<file path="config.mk">
export PLATFORM = sky130hd
export DESIGN_NAME = amb_master
export DESIGN_NICKNAME = d
export VERILOG_FILES = /design/src/amb_pkg.sv /design/src/amb_master.sv /design/src/amb_sync.sv
export SDC_FILE = /design/constraint.sdc
export NUM_CORES = 1
export LEC_CHECK = 0
export BUFFER_PORTS_ARGS = -buffer_cell sky130_fd_sc_hd__buf_2
export CORE_MARGIN = 5
export CORE_UTILIZATION = 40
export DETAILED_ROUTE_END_ITERATION = 6
export GPL_TIMING_DRIVEN = 1
export SYNTH_ARGS = -nofsm -noshare
export SYNTH_HDL_FRONTEND = slang
export SYNTH_SLANG_ARGS = --single-unit
</file>
<file path="constraint.sdc">
create_clock -name clk_in -period 4.9 [get_ports clk_in]
set_input_delay 0.98 -clock clk_in [delete_from_list [all_inputs] [get_ports clk_in]]
set_output_delay 0.98 -clock clk_in [all_outputs]
set_load 0.005 [all_outputs]
</file>
<file path="src/amb_pkg.sv">
// Package for the asynchronous multiplexed bus master
package amb_pkg;
  localparam int unsigned ADDR_W = 32;
  localparam int unsigned DATA_W = 32;
  localparam int unsigned LANES = 4;
  localparam int unsigned SPACE_W = 3;
  localparam int unsigned LOW_MSB = 7;
  localparam int unsigned LOW_LSB = 2;
  localparam int unsigned CLK_MHZ = 10;
  // Time from address drive to strobe, and from data enable to lane strobes
  localparam int unsigned ADDR_SETUP_NS = 100;
  localparam int unsigned ADDR_SETUP_CYC = (ADDR_SETUP_NS * CLK_MHZ + 999) / 1000;
  localparam int unsigned DATA_SETUP_NS = 100;
  localparam int unsigned DATA_SETUP_CYC = (DATA_SETUP_NS * CLK_MHZ + 999) / 1000;
  // Claim timeout: no claim within this time ends the cycle with an error
  localparam int unsigned CLAIM_WAIT_NS = 2000;
  localparam int unsigned CLAIM_WAIT_CYC = (CLAIM_WAIT_NS * CLK_MHZ) / 1000;
  localparam int unsigned ACK_WAIT_NS = 100000;
  localparam int unsigned ACK_WAIT_CYC = (ACK_WAIT_NS * CLK_MHZ) / 1000;
  localparam int unsigned CNT_W = 16;
  localparam logic [LANES-1:0] LANES_ALL = 4'hf;
  localparam logic [LANES-1:0] LANES_NONE = 4'h0;
  typedef enum logic [7:0] {
    AMB_IDLE = 8'h01,
    AMB_ADDR = 8'h02,
    AMB_STRB = 8'h04,
    AMB_CLAIM = 8'h08,
    AMB_DATA = 8'h10,
    AMB_LANE = 8'h20,
    AMB_ACK = 8'h40,
    AMB_END = 8'h80
  } amb_state_t;
endpackage : amb_pkg

</file>
<file path="src/amb_master.sv">
// Master end of the asynchronous multiplexed expansion bus basic cycle
`timescale 1ns/10ps
// Function
// - Each cycle moves a 32-bit address then 32 data bits on shared lines.
// - Master drives address and space code together, then asserts full-cycle strobe.
// - Slave latches address at strobe fall; master releases address soon after.
// - Controller raises bus error on multiple claims or local-bus address claims.
// - Master opens data phase with data enable; same strobes for both directions.
// - Reads assert at least one lane strobe; cacheable slaves return 32 bits.
// - Master ends read by dropping strobe; slave drops claim and data.
// - On writes master drives data, then lane strobes mark valid bytes.
// - Write data held until acknowledge; then master may end and release.
// - Master samples acknowledge only after lane strobes; slave may ack early.
// - Handshakes follow strobe edges, never a bus reference clock; setup delays and timeouts count clk_in cycles.
module amb_master
  import amb_pkg::*;
#(
  parameter int unsigned CLAIM_WAIT = CLAIM_WAIT_CYC,
  parameter int unsigned ACK_WAIT = ACK_WAIT_CYC
) (
  input wire logic clk_in,
  input wire logic rst_in,
  input wire logic req_in,
  input wire logic req_write_in,
  input wire logic [amb_pkg::ADDR_W-1:0] req_addr_in,
  input wire logic [amb_pkg::SPACE_W-1:0] req_space_in,
  input wire logic [amb_pkg::LANES-1:0] req_lanes_in,
  input wire logic [amb_pkg::DATA_W-1:0] req_wdata_in,
  output logic req_ready_out,
  output logic done_out,
  output logic error_out,
  output logic [amb_pkg::DATA_W-1:0] rdata_out,
  input wire logic [amb_pkg::DATA_W-1:0] ad_in,
  output logic [amb_pkg::DATA_W-1:0] ad_out,
  output logic ad_oe_n_out,
  output logic [amb_pkg::LOW_MSB:amb_pkg::LOW_LSB] low_direct_address_out,
  output logic [amb_pkg::SPACE_W-1:0] memory_space_code_out,
  output logic read_out,
  output logic full_cycle_strobe_n_out,
  output logic data_phase_enable_out,
  output logic [amb_pkg::LANES-1:0] byte_lane_strobes_n_out,
  input wire logic slot_claim_n_in,
  input wire logic transfer_acknowledge_n_in,
  input wire logic bus_error_n_in
);
  amb_state_t state_r, state_nxt;
  logic [CNT_W-1:0] cnt_r;
  logic [2:0] sync_w;
  logic claim_w, ack_w, bus_error_w;
  logic [ADDR_W-1:0] addr_r;
  logic [DATA_W-1:0] wdata_r;
  logic [LANES-1:0] lanes_r;
  logic write_r;
  logic cnt_zero_w, start_w, claim_to_w, ack_to_w;
  logic ack_ok_w, go_strb_w, go_claim_w, go_data_w, go_lane_w, go_end_w;
  logic ack_end_w, claim_end_w;

  // True on the edge that moves the machine from another state into s
  function automatic logic enters(
    input amb_state_t cur,
    input amb_state_t nxt,
    input amb_state_t s
  );
    return (nxt == s) && (cur != s);
  endfunction : enters

  amb_sync #(.WIDTH(3)) u_sync (
    .clk_in(clk_in),
    .rst_in(rst_in),
    .async_in({~slot_claim_n_in, ~transfer_acknowledge_n_in, ~bus_error_n_in}),
    .sync_out(sync_w)
  );

  assign claim_w = sync_w[2];
  assign ack_w = sync_w[1];
  assign bus_error_w = sync_w[0];
  assign cnt_zero_w = (cnt_r == '0);
  assign start_w = req_in && (state_r == AMB_IDLE);
  assign claim_to_w = (cnt_r >= CNT_W'(CLAIM_WAIT));
  assign ack_to_w = (cnt_r >= CNT_W'(ACK_WAIT));
  // First ack cycle still shows the pin from before the lanes fell, so skip it
  assign ack_ok_w = ack_w && !cnt_zero_w;
  assign go_strb_w = enters(state_r, state_nxt, AMB_STRB);
  assign go_claim_w = enters(state_r, state_nxt, AMB_CLAIM);
  assign go_data_w = enters(state_r, state_nxt, AMB_DATA);
  assign go_lane_w = enters(state_r, state_nxt, AMB_LANE);
  assign go_end_w = enters(state_r, state_nxt, AMB_END);
  assign ack_end_w = (state_r == AMB_ACK) && go_end_w;
  assign claim_end_w = (state_r == AMB_CLAIM) && go_end_w;

  // Next state; all steps but STRB and LANE wait on the request, a slave strobe, a setup count or a timeout
  always_comb begin
    state_nxt = state_r;
    case (state_r)
      AMB_IDLE: if (req_in) state_nxt = AMB_ADDR;
      AMB_ADDR: if (cnt_zero_w) state_nxt = AMB_STRB;
      AMB_STRB: state_nxt = AMB_CLAIM;
      AMB_CLAIM: begin
        if (bus_error_w || claim_to_w) state_nxt = AMB_END;
        else if (claim_w) state_nxt = AMB_DATA;
      end
      AMB_DATA: if (cnt_zero_w) state_nxt = AMB_LANE;
      AMB_LANE: state_nxt = AMB_ACK;
      AMB_ACK: begin
        if (bus_error_w || ack_to_w) state_nxt = AMB_END;
        else if (ack_ok_w) state_nxt = AMB_END;
      end
      // Wait for slave to drop claim so the next cycle starts clean
      AMB_END: if (!claim_w && !ack_w) state_nxt = AMB_IDLE;
      default: state_nxt = AMB_IDLE;
    endcase
  end

  always_ff @(posedge clk_in) begin
    if (rst_in) begin
      state_r <= AMB_IDLE;
    end else begin
      state_r <= state_nxt;
    end
  end

  always_ff @(posedge clk_in) begin
    if (rst_in) begin
      cnt_r <= '0;
    end else if (state_nxt != state_r) begin
      if (state_nxt == AMB_ADDR) cnt_r <= CNT_W'(ADDR_SETUP_CYC - 1);
      else if (state_nxt == AMB_DATA) cnt_r <= CNT_W'(DATA_SETUP_CYC - 1);
      else cnt_r <= '0;
    end else if (state_r == AMB_ADDR || state_r == AMB_DATA) begin
      if (!cnt_zero_w) cnt_r <= cnt_r - 1'b1;
    end else if (!claim_to_w || !ack_to_w) begin
      cnt_r <= cnt_r + 1'b1;
    end
  end

  always_ff @(posedge clk_in) begin
    if (rst_in) begin
      addr_r <= '0;
      wdata_r <= '0;
      lanes_r <= LANES_NONE;
      write_r <= 1'b0;
    end else if (start_w) begin
      addr_r <= req_addr_in;
      wdata_r <= req_wdata_in;
      lanes_r <= (req_lanes_in == LANES_NONE) ? LANES_ALL : req_lanes_in;
      write_r <= req_write_in;
    end
  end

  // Address and write data share the AD lines, so one block owns their drive
  always_ff @(posedge clk_in) begin
    if (rst_in) begin
      ad_out <= '0;
      ad_oe_n_out <= 1'b1;
    end else if (start_w) begin
      ad_out <= req_addr_in;
      ad_oe_n_out <= 1'b0;
    end else if (go_claim_w || go_end_w) begin
      ad_oe_n_out <= 1'b1;
    end else if (go_data_w && write_r) begin
      ad_out <= wdata_r;
      ad_oe_n_out <= 1'b0;
    end
  end

  // Address phase pins
  always_ff @(posedge clk_in) begin
    if (rst_in) begin
      low_direct_address_out <= '0;
      memory_space_code_out <= '0;
      read_out <= 1'b1;
      full_cycle_strobe_n_out <= 1'b1;
    end else begin
      if (start_w) begin
        low_direct_address_out <= req_addr_in[LOW_MSB:LOW_LSB];
        memory_space_code_out <= req_space_in;
        read_out <= !req_write_in;
      end
      if (go_strb_w) full_cycle_strobe_n_out <= 1'b0;
      if (go_end_w) full_cycle_strobe_n_out <= 1'b1;
    end
  end

  // Data phase pins
  always_ff @(posedge clk_in) begin
    if (rst_in) begin
      data_phase_enable_out <= 1'b0;
      byte_lane_strobes_n_out <= LANES_ALL;
    end else begin
      if (go_data_w) data_phase_enable_out <= 1'b1;
      if (go_lane_w) byte_lane_strobes_n_out <= ~lanes_r;
      if (go_end_w) begin
        data_phase_enable_out <= 1'b0;
        byte_lane_strobes_n_out <= LANES_ALL;
      end
    end
  end

  // User side
  always_ff @(posedge clk_in) begin
    if (rst_in) begin
      req_ready_out <= 1'b0;
      done_out <= 1'b0;
      error_out <= 1'b0;
      rdata_out <= '0;
    end else begin
      req_ready_out <= (state_nxt == AMB_IDLE) && !start_w;
      done_out <= 1'b0;
      error_out <= 1'b0;
      if (ack_end_w) begin
        done_out <= 1'b1;
        error_out <= bus_error_w || !ack_ok_w;
        // Data already passed the sync delay of the ack, so it has settled
        if (!write_r) rdata_out <= ad_in;
      end else if (claim_end_w) begin
        done_out <= 1'b1;
        error_out <= 1'b1;
      end
    end
  end
endmodule : amb_master

</file>
<file path="src/amb_sync.sv">
// Two-flop synchroniser for a group of bus inputs
`timescale 1ns/10ps
module amb_sync #(
  parameter int unsigned WIDTH = 1
) (
  input wire logic clk_in,
  input wire logic rst_in,
  input wire logic [WIDTH-1:0] async_in,
  output logic [WIDTH-1:0] sync_out
);
  logic [WIDTH-1:0] meta_r;
  always_ff @(posedge clk_in) begin
    if (rst_in) begin
      meta_r <= '0;
      sync_out <= '0;
    end else begin
      meta_r <= async_in;
      sync_out <= meta_r;
    end
  end
endmodule : amb_sync

</file>
Word-level counts from Yosys, hierarchy flattened
Cells that the tools add are included.
{"block": "totals", "regBits": 151, "latch_bits": 0, "ramBits": 0, "mem_bits_ro": 0, "input_bits": 110, "mem_count": 0}
{"block": "op_classes", "n_addsub": 2, "multipliers": 0, "div_mod_pow": 0, "order_cmp": 2, "eq_ne": 22, "shifts": 0, "n_mux": 22, "bitwise_logic": 5, "n_reduce_logical": 36}
{"operator": "32-bit 2-to-1 mux", "n": 3}
{"operator": "8-bit 2-to-1 mux", "n": 8}
{"operator": "8-bit case mux with 8 select lines", "n": 1}
{"operator": "16-bit 2-to-1 mux", "n": 3}
{"operator": "16-bit by 1-bit adder with 16-bit output, second input constant", "n": 1}
{"operator": "8-bit by 1-bit equality test with 1-bit output, second input constant", "n": 2}
{"operator": "8-bit by 3-bit equality test with 1-bit output, second input constant", "n": 2}
{"operator": "8-bit by 4-bit equality test with 1-bit output, second input constant", "n": 2}
{"operator": "8-bit by 5-bit equality test with 1-bit output, second input constant", "n": 2}
{"operator": "8-bit by 6-bit equality test with 1-bit output, second input constant", "n": 2}
{"operator": "8-bit equality test, second input constant", "n": 2}
{"operator": "16-bit by 10-bit greater-or-equal comparator with 1-bit output, second input constant", "n": 1}
{"operator": "16-bit by 5-bit greater-or-equal comparator with 1-bit output, second input constant", "n": 1}
{"operator": "16-bit logical NOT", "n": 1}
{"operator": "16-bit by 1-bit subtractor with 16-bit output, second input constant", "n": 1}
{"operator": "1-bit logical AND", "n": 12}
{"operator": "8-bit by 2-bit equality test with 1-bit output, second input constant", "n": 1}
{"operator": "8-bit by 7-bit equality test with 1-bit output, second input constant", "n": 1}
{"operator": "1-bit logical NOT", "n": 8}
{"operator": "8-bit by 3-bit inequality test with 1-bit output, second input constant", "n": 1}
{"operator": "8-bit by 4-bit inequality test with 1-bit output, second input constant", "n": 1}
{"operator": "8-bit by 5-bit inequality test with 1-bit output, second input constant", "n": 1}
{"operator": "8-bit by 6-bit inequality test with 1-bit output, second input constant", "n": 1}
{"operator": "8-bit inequality test", "n": 1}
{"operator": "other kinds (12)", "n": 30}

Depth between registers and ports, before layout
{"block": "logic_depth", "word_depth": 12, "ltp_mapped": 11, "mapped_depth_nobuf": 10}

Modules after synthesis
Synthesis repeated with hierarchy kept, for this count alone.
{"block": "unflattened", "cells_unflattened": 761, "area_unflattened_um2": 6238.5}
{"mod": "amb_master", "n_inst": 1, "cells_per_inst": 749, "area_each_um2": 6080.8, "seq_area_each_um2": 2902.8}
{"mod": "amb_sync", "n_inst": 1, "cells_per_inst": 12, "area_each_um2": 157.7, "seq_area_each_um2": 120.1}

Worst setup path before layout
No wires, ideal clock.
{"block": "synth_path", "path_type": "register -> register", "from": "register state_r[3]", "to": "register cnt_r[15]", "t_arrival_ns": 3.333, "path_slack_ns": 1.489, "stages_incl_launch_ff": 12, "path_buffers": 1, "synth_period_minus_slack_ns": 3.411, "cell_sequence": "dfxtp_1 buf_2 or4_4 nor4_4 ha_1 nand3_1 o211ai_1 o221ai_1 o311ai_0 nor4_1 o21a_1 nor3_1"}
{"block": "synth_via", "elab_chain_len": 5}
{"item": "start: declaration", "line_no": "amb_master.sv:46", "text": "amb_state_t state_r, state_nxt;"}
{"item": "start signal: assignment", "line_no": "amb_master.sv:118", "text": "state_r <= state_nxt;"}
{"item": "8-bit 2-to-1 mux, on equally long branches", "line_no": "amb_master.sv:106, amb_master.sv:100"}
{"item": "8-bit 2-to-1 mux, on equally long branches", "line_no": "amb_master.sv:105, amb_master.sv:99"}
{"item": "8-bit case mux with 8 select lines", "line_no": "amb_master.sv:94", "text": "case (state_r)"}
{"item": "8-bit inequality test", "line_no": "amb_master.sv:125", "text": "end else if (state_nxt != state_r) begin"}
{"item": "2-bit OR reduction (no source line)"}
{"item": "end signal: assignment", "line_no": "amb_master.sv:126", "text": "if (state_nxt == AMB_ADDR) cnt_r <= CNT_W'(ADDR_SETUP_CYC - 1);"}
{"item": "end signal: assignment", "line_no": "amb_master.sv:127", "text": "else if (state_nxt == AMB_DATA) cnt_r <= CNT_W'(DATA_SETUP_CYC - 1);"}
{"item": "end signal: assignment", "line_no": "amb_master.sv:130", "text": "if (!cnt_zero_w) cnt_r <= cnt_r - 1'b1;"}
{"item": "end: declaration", "line_no": "amb_master.sv:47", "text": "logic [CNT_W-1:0] cnt_r;"}
Parallel ways exist; a longest one is shown, timed or not.
A chain may end at the register's enable or synchronous reset.

Worst setup path after layout
Same ends and word-level chain as after synthesis.

==> flow_metrics.tcl <==
set metrics [dict create \
    status "completed" \
    synth_top_area_frac 0.4818 \
    seq_power_share 0.420 \
    yosys.area.top_type "dfxtp_1" \
    cts_tree "done" \
    gr-total-overflow 0 \
    start_util 0.4097 \
    dieArea_um2 18290 \
    cp-start-kind "flop" \
    crit_chain "or4_4 > nor4_4 > buf_4 > ha_1 > nand3_1 > o211ai_1 > o221ai_1 > o311ai_0 > nor4_1 > o21a_1 > nor3_1" \
    clk_pin_slew_ns 0.06 \
    worstMarginPinSlew_ns 1.118 \
    slew_viol_final 0 \
    die_h_um 135.2 \
    pwr-share-comb 0.156 \
    period_minus_slack_ns 3.483 \
    core-area_um2 15310 \
    fin_cells 1158 \
    final_common_cell "nand2_1" \
    cts_buffers 17 \
    antenna_found_initial 0 \
    synth.avg_cell_area_um2 8.245 \
    cp_data_arrival_time_ns 3.82 \
    hold_viol 0 \
    nets 1058 \
    ant_nets 0 \
    first_iter_violations 327 \
    power_leakage_uw 0.003450 \
    final_cell_mix "nand2_1 (199), buf_2 (192), dfxtp_1 (151), a21oi_1 (89), nor2_1 (77)" \
    die_w_um 135.2 \
    synthTopCellsByArea "dfxtp_1 (48%), nand2_1 (12%), a21oi_1 (7.1%)" \
    h-tree-depth 4 \
    drc 0 \
    cp.required_ns 5.24 \
    peakVddDrop_mv 0.2628 \
    grt_max_degree 102 \
    wire_per_inst_um 14.35 \
    ys_seq_area_frac 0.4818 \
    ios 194 \
    n_fill_cell 1503 \
    period_share 0.7108 \
    crit_buf_inv 1 \
    synth_area_um2 6275 \
    tns_ns 0 \
    hold_ws_ns 0.4408 \
    yosysWarnings 0 \
    relSlewSlack 0.2548 \
    maxCapViolations 0 \
    synth_flop_cell "dfxtp_1" \
    pre_cts_ws_ns 1.431 \
    io_buffers 193 \
    powerDensity_nw_per_um2 403.3 \
    ctsResizeCount 0 \
    grt_pass1_vias 5162 \
    dr.pass1.iters 4 \
    setup_violations 0 \
    synth_edf_count 0 \
    postSynthCellCount 761 \
    switching_share 0.2736 \
    insertion_delay_ns 0.42 \
    viasPerCell 4.967 \
    setup_slack_ns 1.417 \
    clock-sinks 151 \
    num_vias 5752 \
    fin_skew_ns 0.006895 \
    cp-end-kind "flop" \
    cell_internal_pwr_uw 2346 \
    cts_setup_buffers 0 \
    clockRootBuffer "clkbuf_16" \
    crit_fanout 19 \
    rsz0062_at_grt "no" \
    gp_routability_congestion 0.7977 \
    cts_hold_buf 0 \
    fmax_mhz 287.1 \
    critical_path_class "reg2reg" \
    track_usage 0.1748 \
    max-clock-path-buffers 2 \
    p_total_uw 3230 \
    synthArstFlopShare 0 \
    wl_mm 16.62 \
    p_switching_uw 883.8 \
    slowest_delay_ns 0.58 \
    synth_nets 886 \
    critPathSlowestCell "o311ai_0" \
    path_delay_family "compound AO/OA/AOI/OAI gates" \
    min_path_type "reg2reg" \
    rows 45 \
    grt_pass1_wl_mm 26.29 \
    synth_cell_types 55 \
    hpwl_mm 11.65 \
    syn2layout_area_growth_pct 27.66 \
    ys_seq_elements 151 \
    drive_gt1_frac 0.2611 \
    numPlacedInstances 1125 \
    clock_power_share 0.424 \
]
-- path summary, 6_finish.rpt --
kind	endpoint	start	cells after the start	slack, ns
hold / removal	u_sync.sync_out[1]$_SDFF_PP0_	u_sync.meta_r[1]$_SDFF_PP0_	1	0.44
hold reg to reg	u_sync.sync_out[1]$_SDFF_PP0_	u_sync.meta_r[1]$_SDFF_PP0_	1	0.44
setup reg to reg	cnt_r[15]$_SDFFE_PP0P_	state_r[3]$_SDFF_PP0_	11	1.42
setup / recovery	cnt_r[15]$_SDFFE_PP0P_	state_r[3]$_SDFF_PP0_	11	1.42
-- power by group through the flow --
stage                     Sequential, uW  Combinational (uW)  Clock (uW)
after global routing                1370                 565        1460
after detailed placement            1380                 507           0
after global placement              1380                 503           0
after floorplan                     1380                 336           0
final                               1360                 503        1370
after CTS                           1360                 510        1400
-- state kept, by name, summed over array words and instances, names as in the netlist, 3 cells and up --
name / flops
byte_lane_strobes_n_out: 4
u_sync.meta_r: 3
low_direct_address_out: 6
rdata_out: 32
ad_out: 32
cnt_r: 16
lanes_r: 4
memory_space_code_out: 3
u_sync.sync_out: 3
state_r: 8
wdata_r: 32
-- layout make-up --
type | instances | area (um^2) | share of cell area
multi-input cells | 556 | 3042 | 0.3797
diodes | 1 | 2.502 | 0.0003124
clock buffers | 18 | 439.2 | 0.05483
repair buffers | 200 | 1021 | 0.1275
flip-flops and latches | 151 | 3023 | 0.3774
well taps | 211 | 264.0 | 0.03296
inverters | 7 | 26.28 | 0.003280
clock inverters | 14 | 192.7 | 0.02406
-- per-layer routing --
metal,vias up,GRT usage,wire (um)
li1,2979,-,-
met1,2600,0.2443,7994
met2,160,0.2699,7358
met3,13,0.03826,1094
met4,0,0.05487,170
met5,-,0,0
-- worst reg2reg max path: stages (launching register included) --
cell and delay, ns:
dfxtp_1 0.39, or4_4 0.53, nor4_4 0.21, buf_4 0.29
ha_1 0.26, nand3_1 0.10, o211ai_1 0.30, o221ai_1 0.26
o311ai_0 0.58, nor4_1 0.12, o21a_1 0.20, nor3_1 0.14
-- Yosys cell counts (4+ instances only) --
cell and instances:
nand2_1 199, buf_1 6, nor3_1 12, inv_1 7, clkbuf_1 28, buf_2 12, ha_1 14, dfxtp_1 151
nor2_1 78, a21oi_1 89, xnor2_1 11, o21ai_0 17, nor4_1 6, nand3_1 7, mux2i_1 11, a311oi_1 32
xor2_1 4, o21a_1 4, nor2b_1 9, nand2b_1 6, a211oi_1 6
-- kinds of logic after synthesis --
logic type	after synthesis	synth area share
adder cells (fa/ha/maj)	15	0.03111
buffers and inverters	54	0.03589
flip-flops	151	0.4818
multiplexers	12	0.01934
AO/OA/AOI/OAI	173	0.1739
XOR/XNOR	15	0.02094
AND/OR/NAND/NOR	341	0.2371
-- stage by stage --
step | instance area (um^2) | utilization
floorplan | 6275 | -
global placement | 7376 | 0.4816
detailed placement | 7376 | 0.4816
CTS | 8008 | 0.5229
global route | 8008 | 0.5229
finish | 8010 | 0.5230
Power figures use the tool's default switching activity.
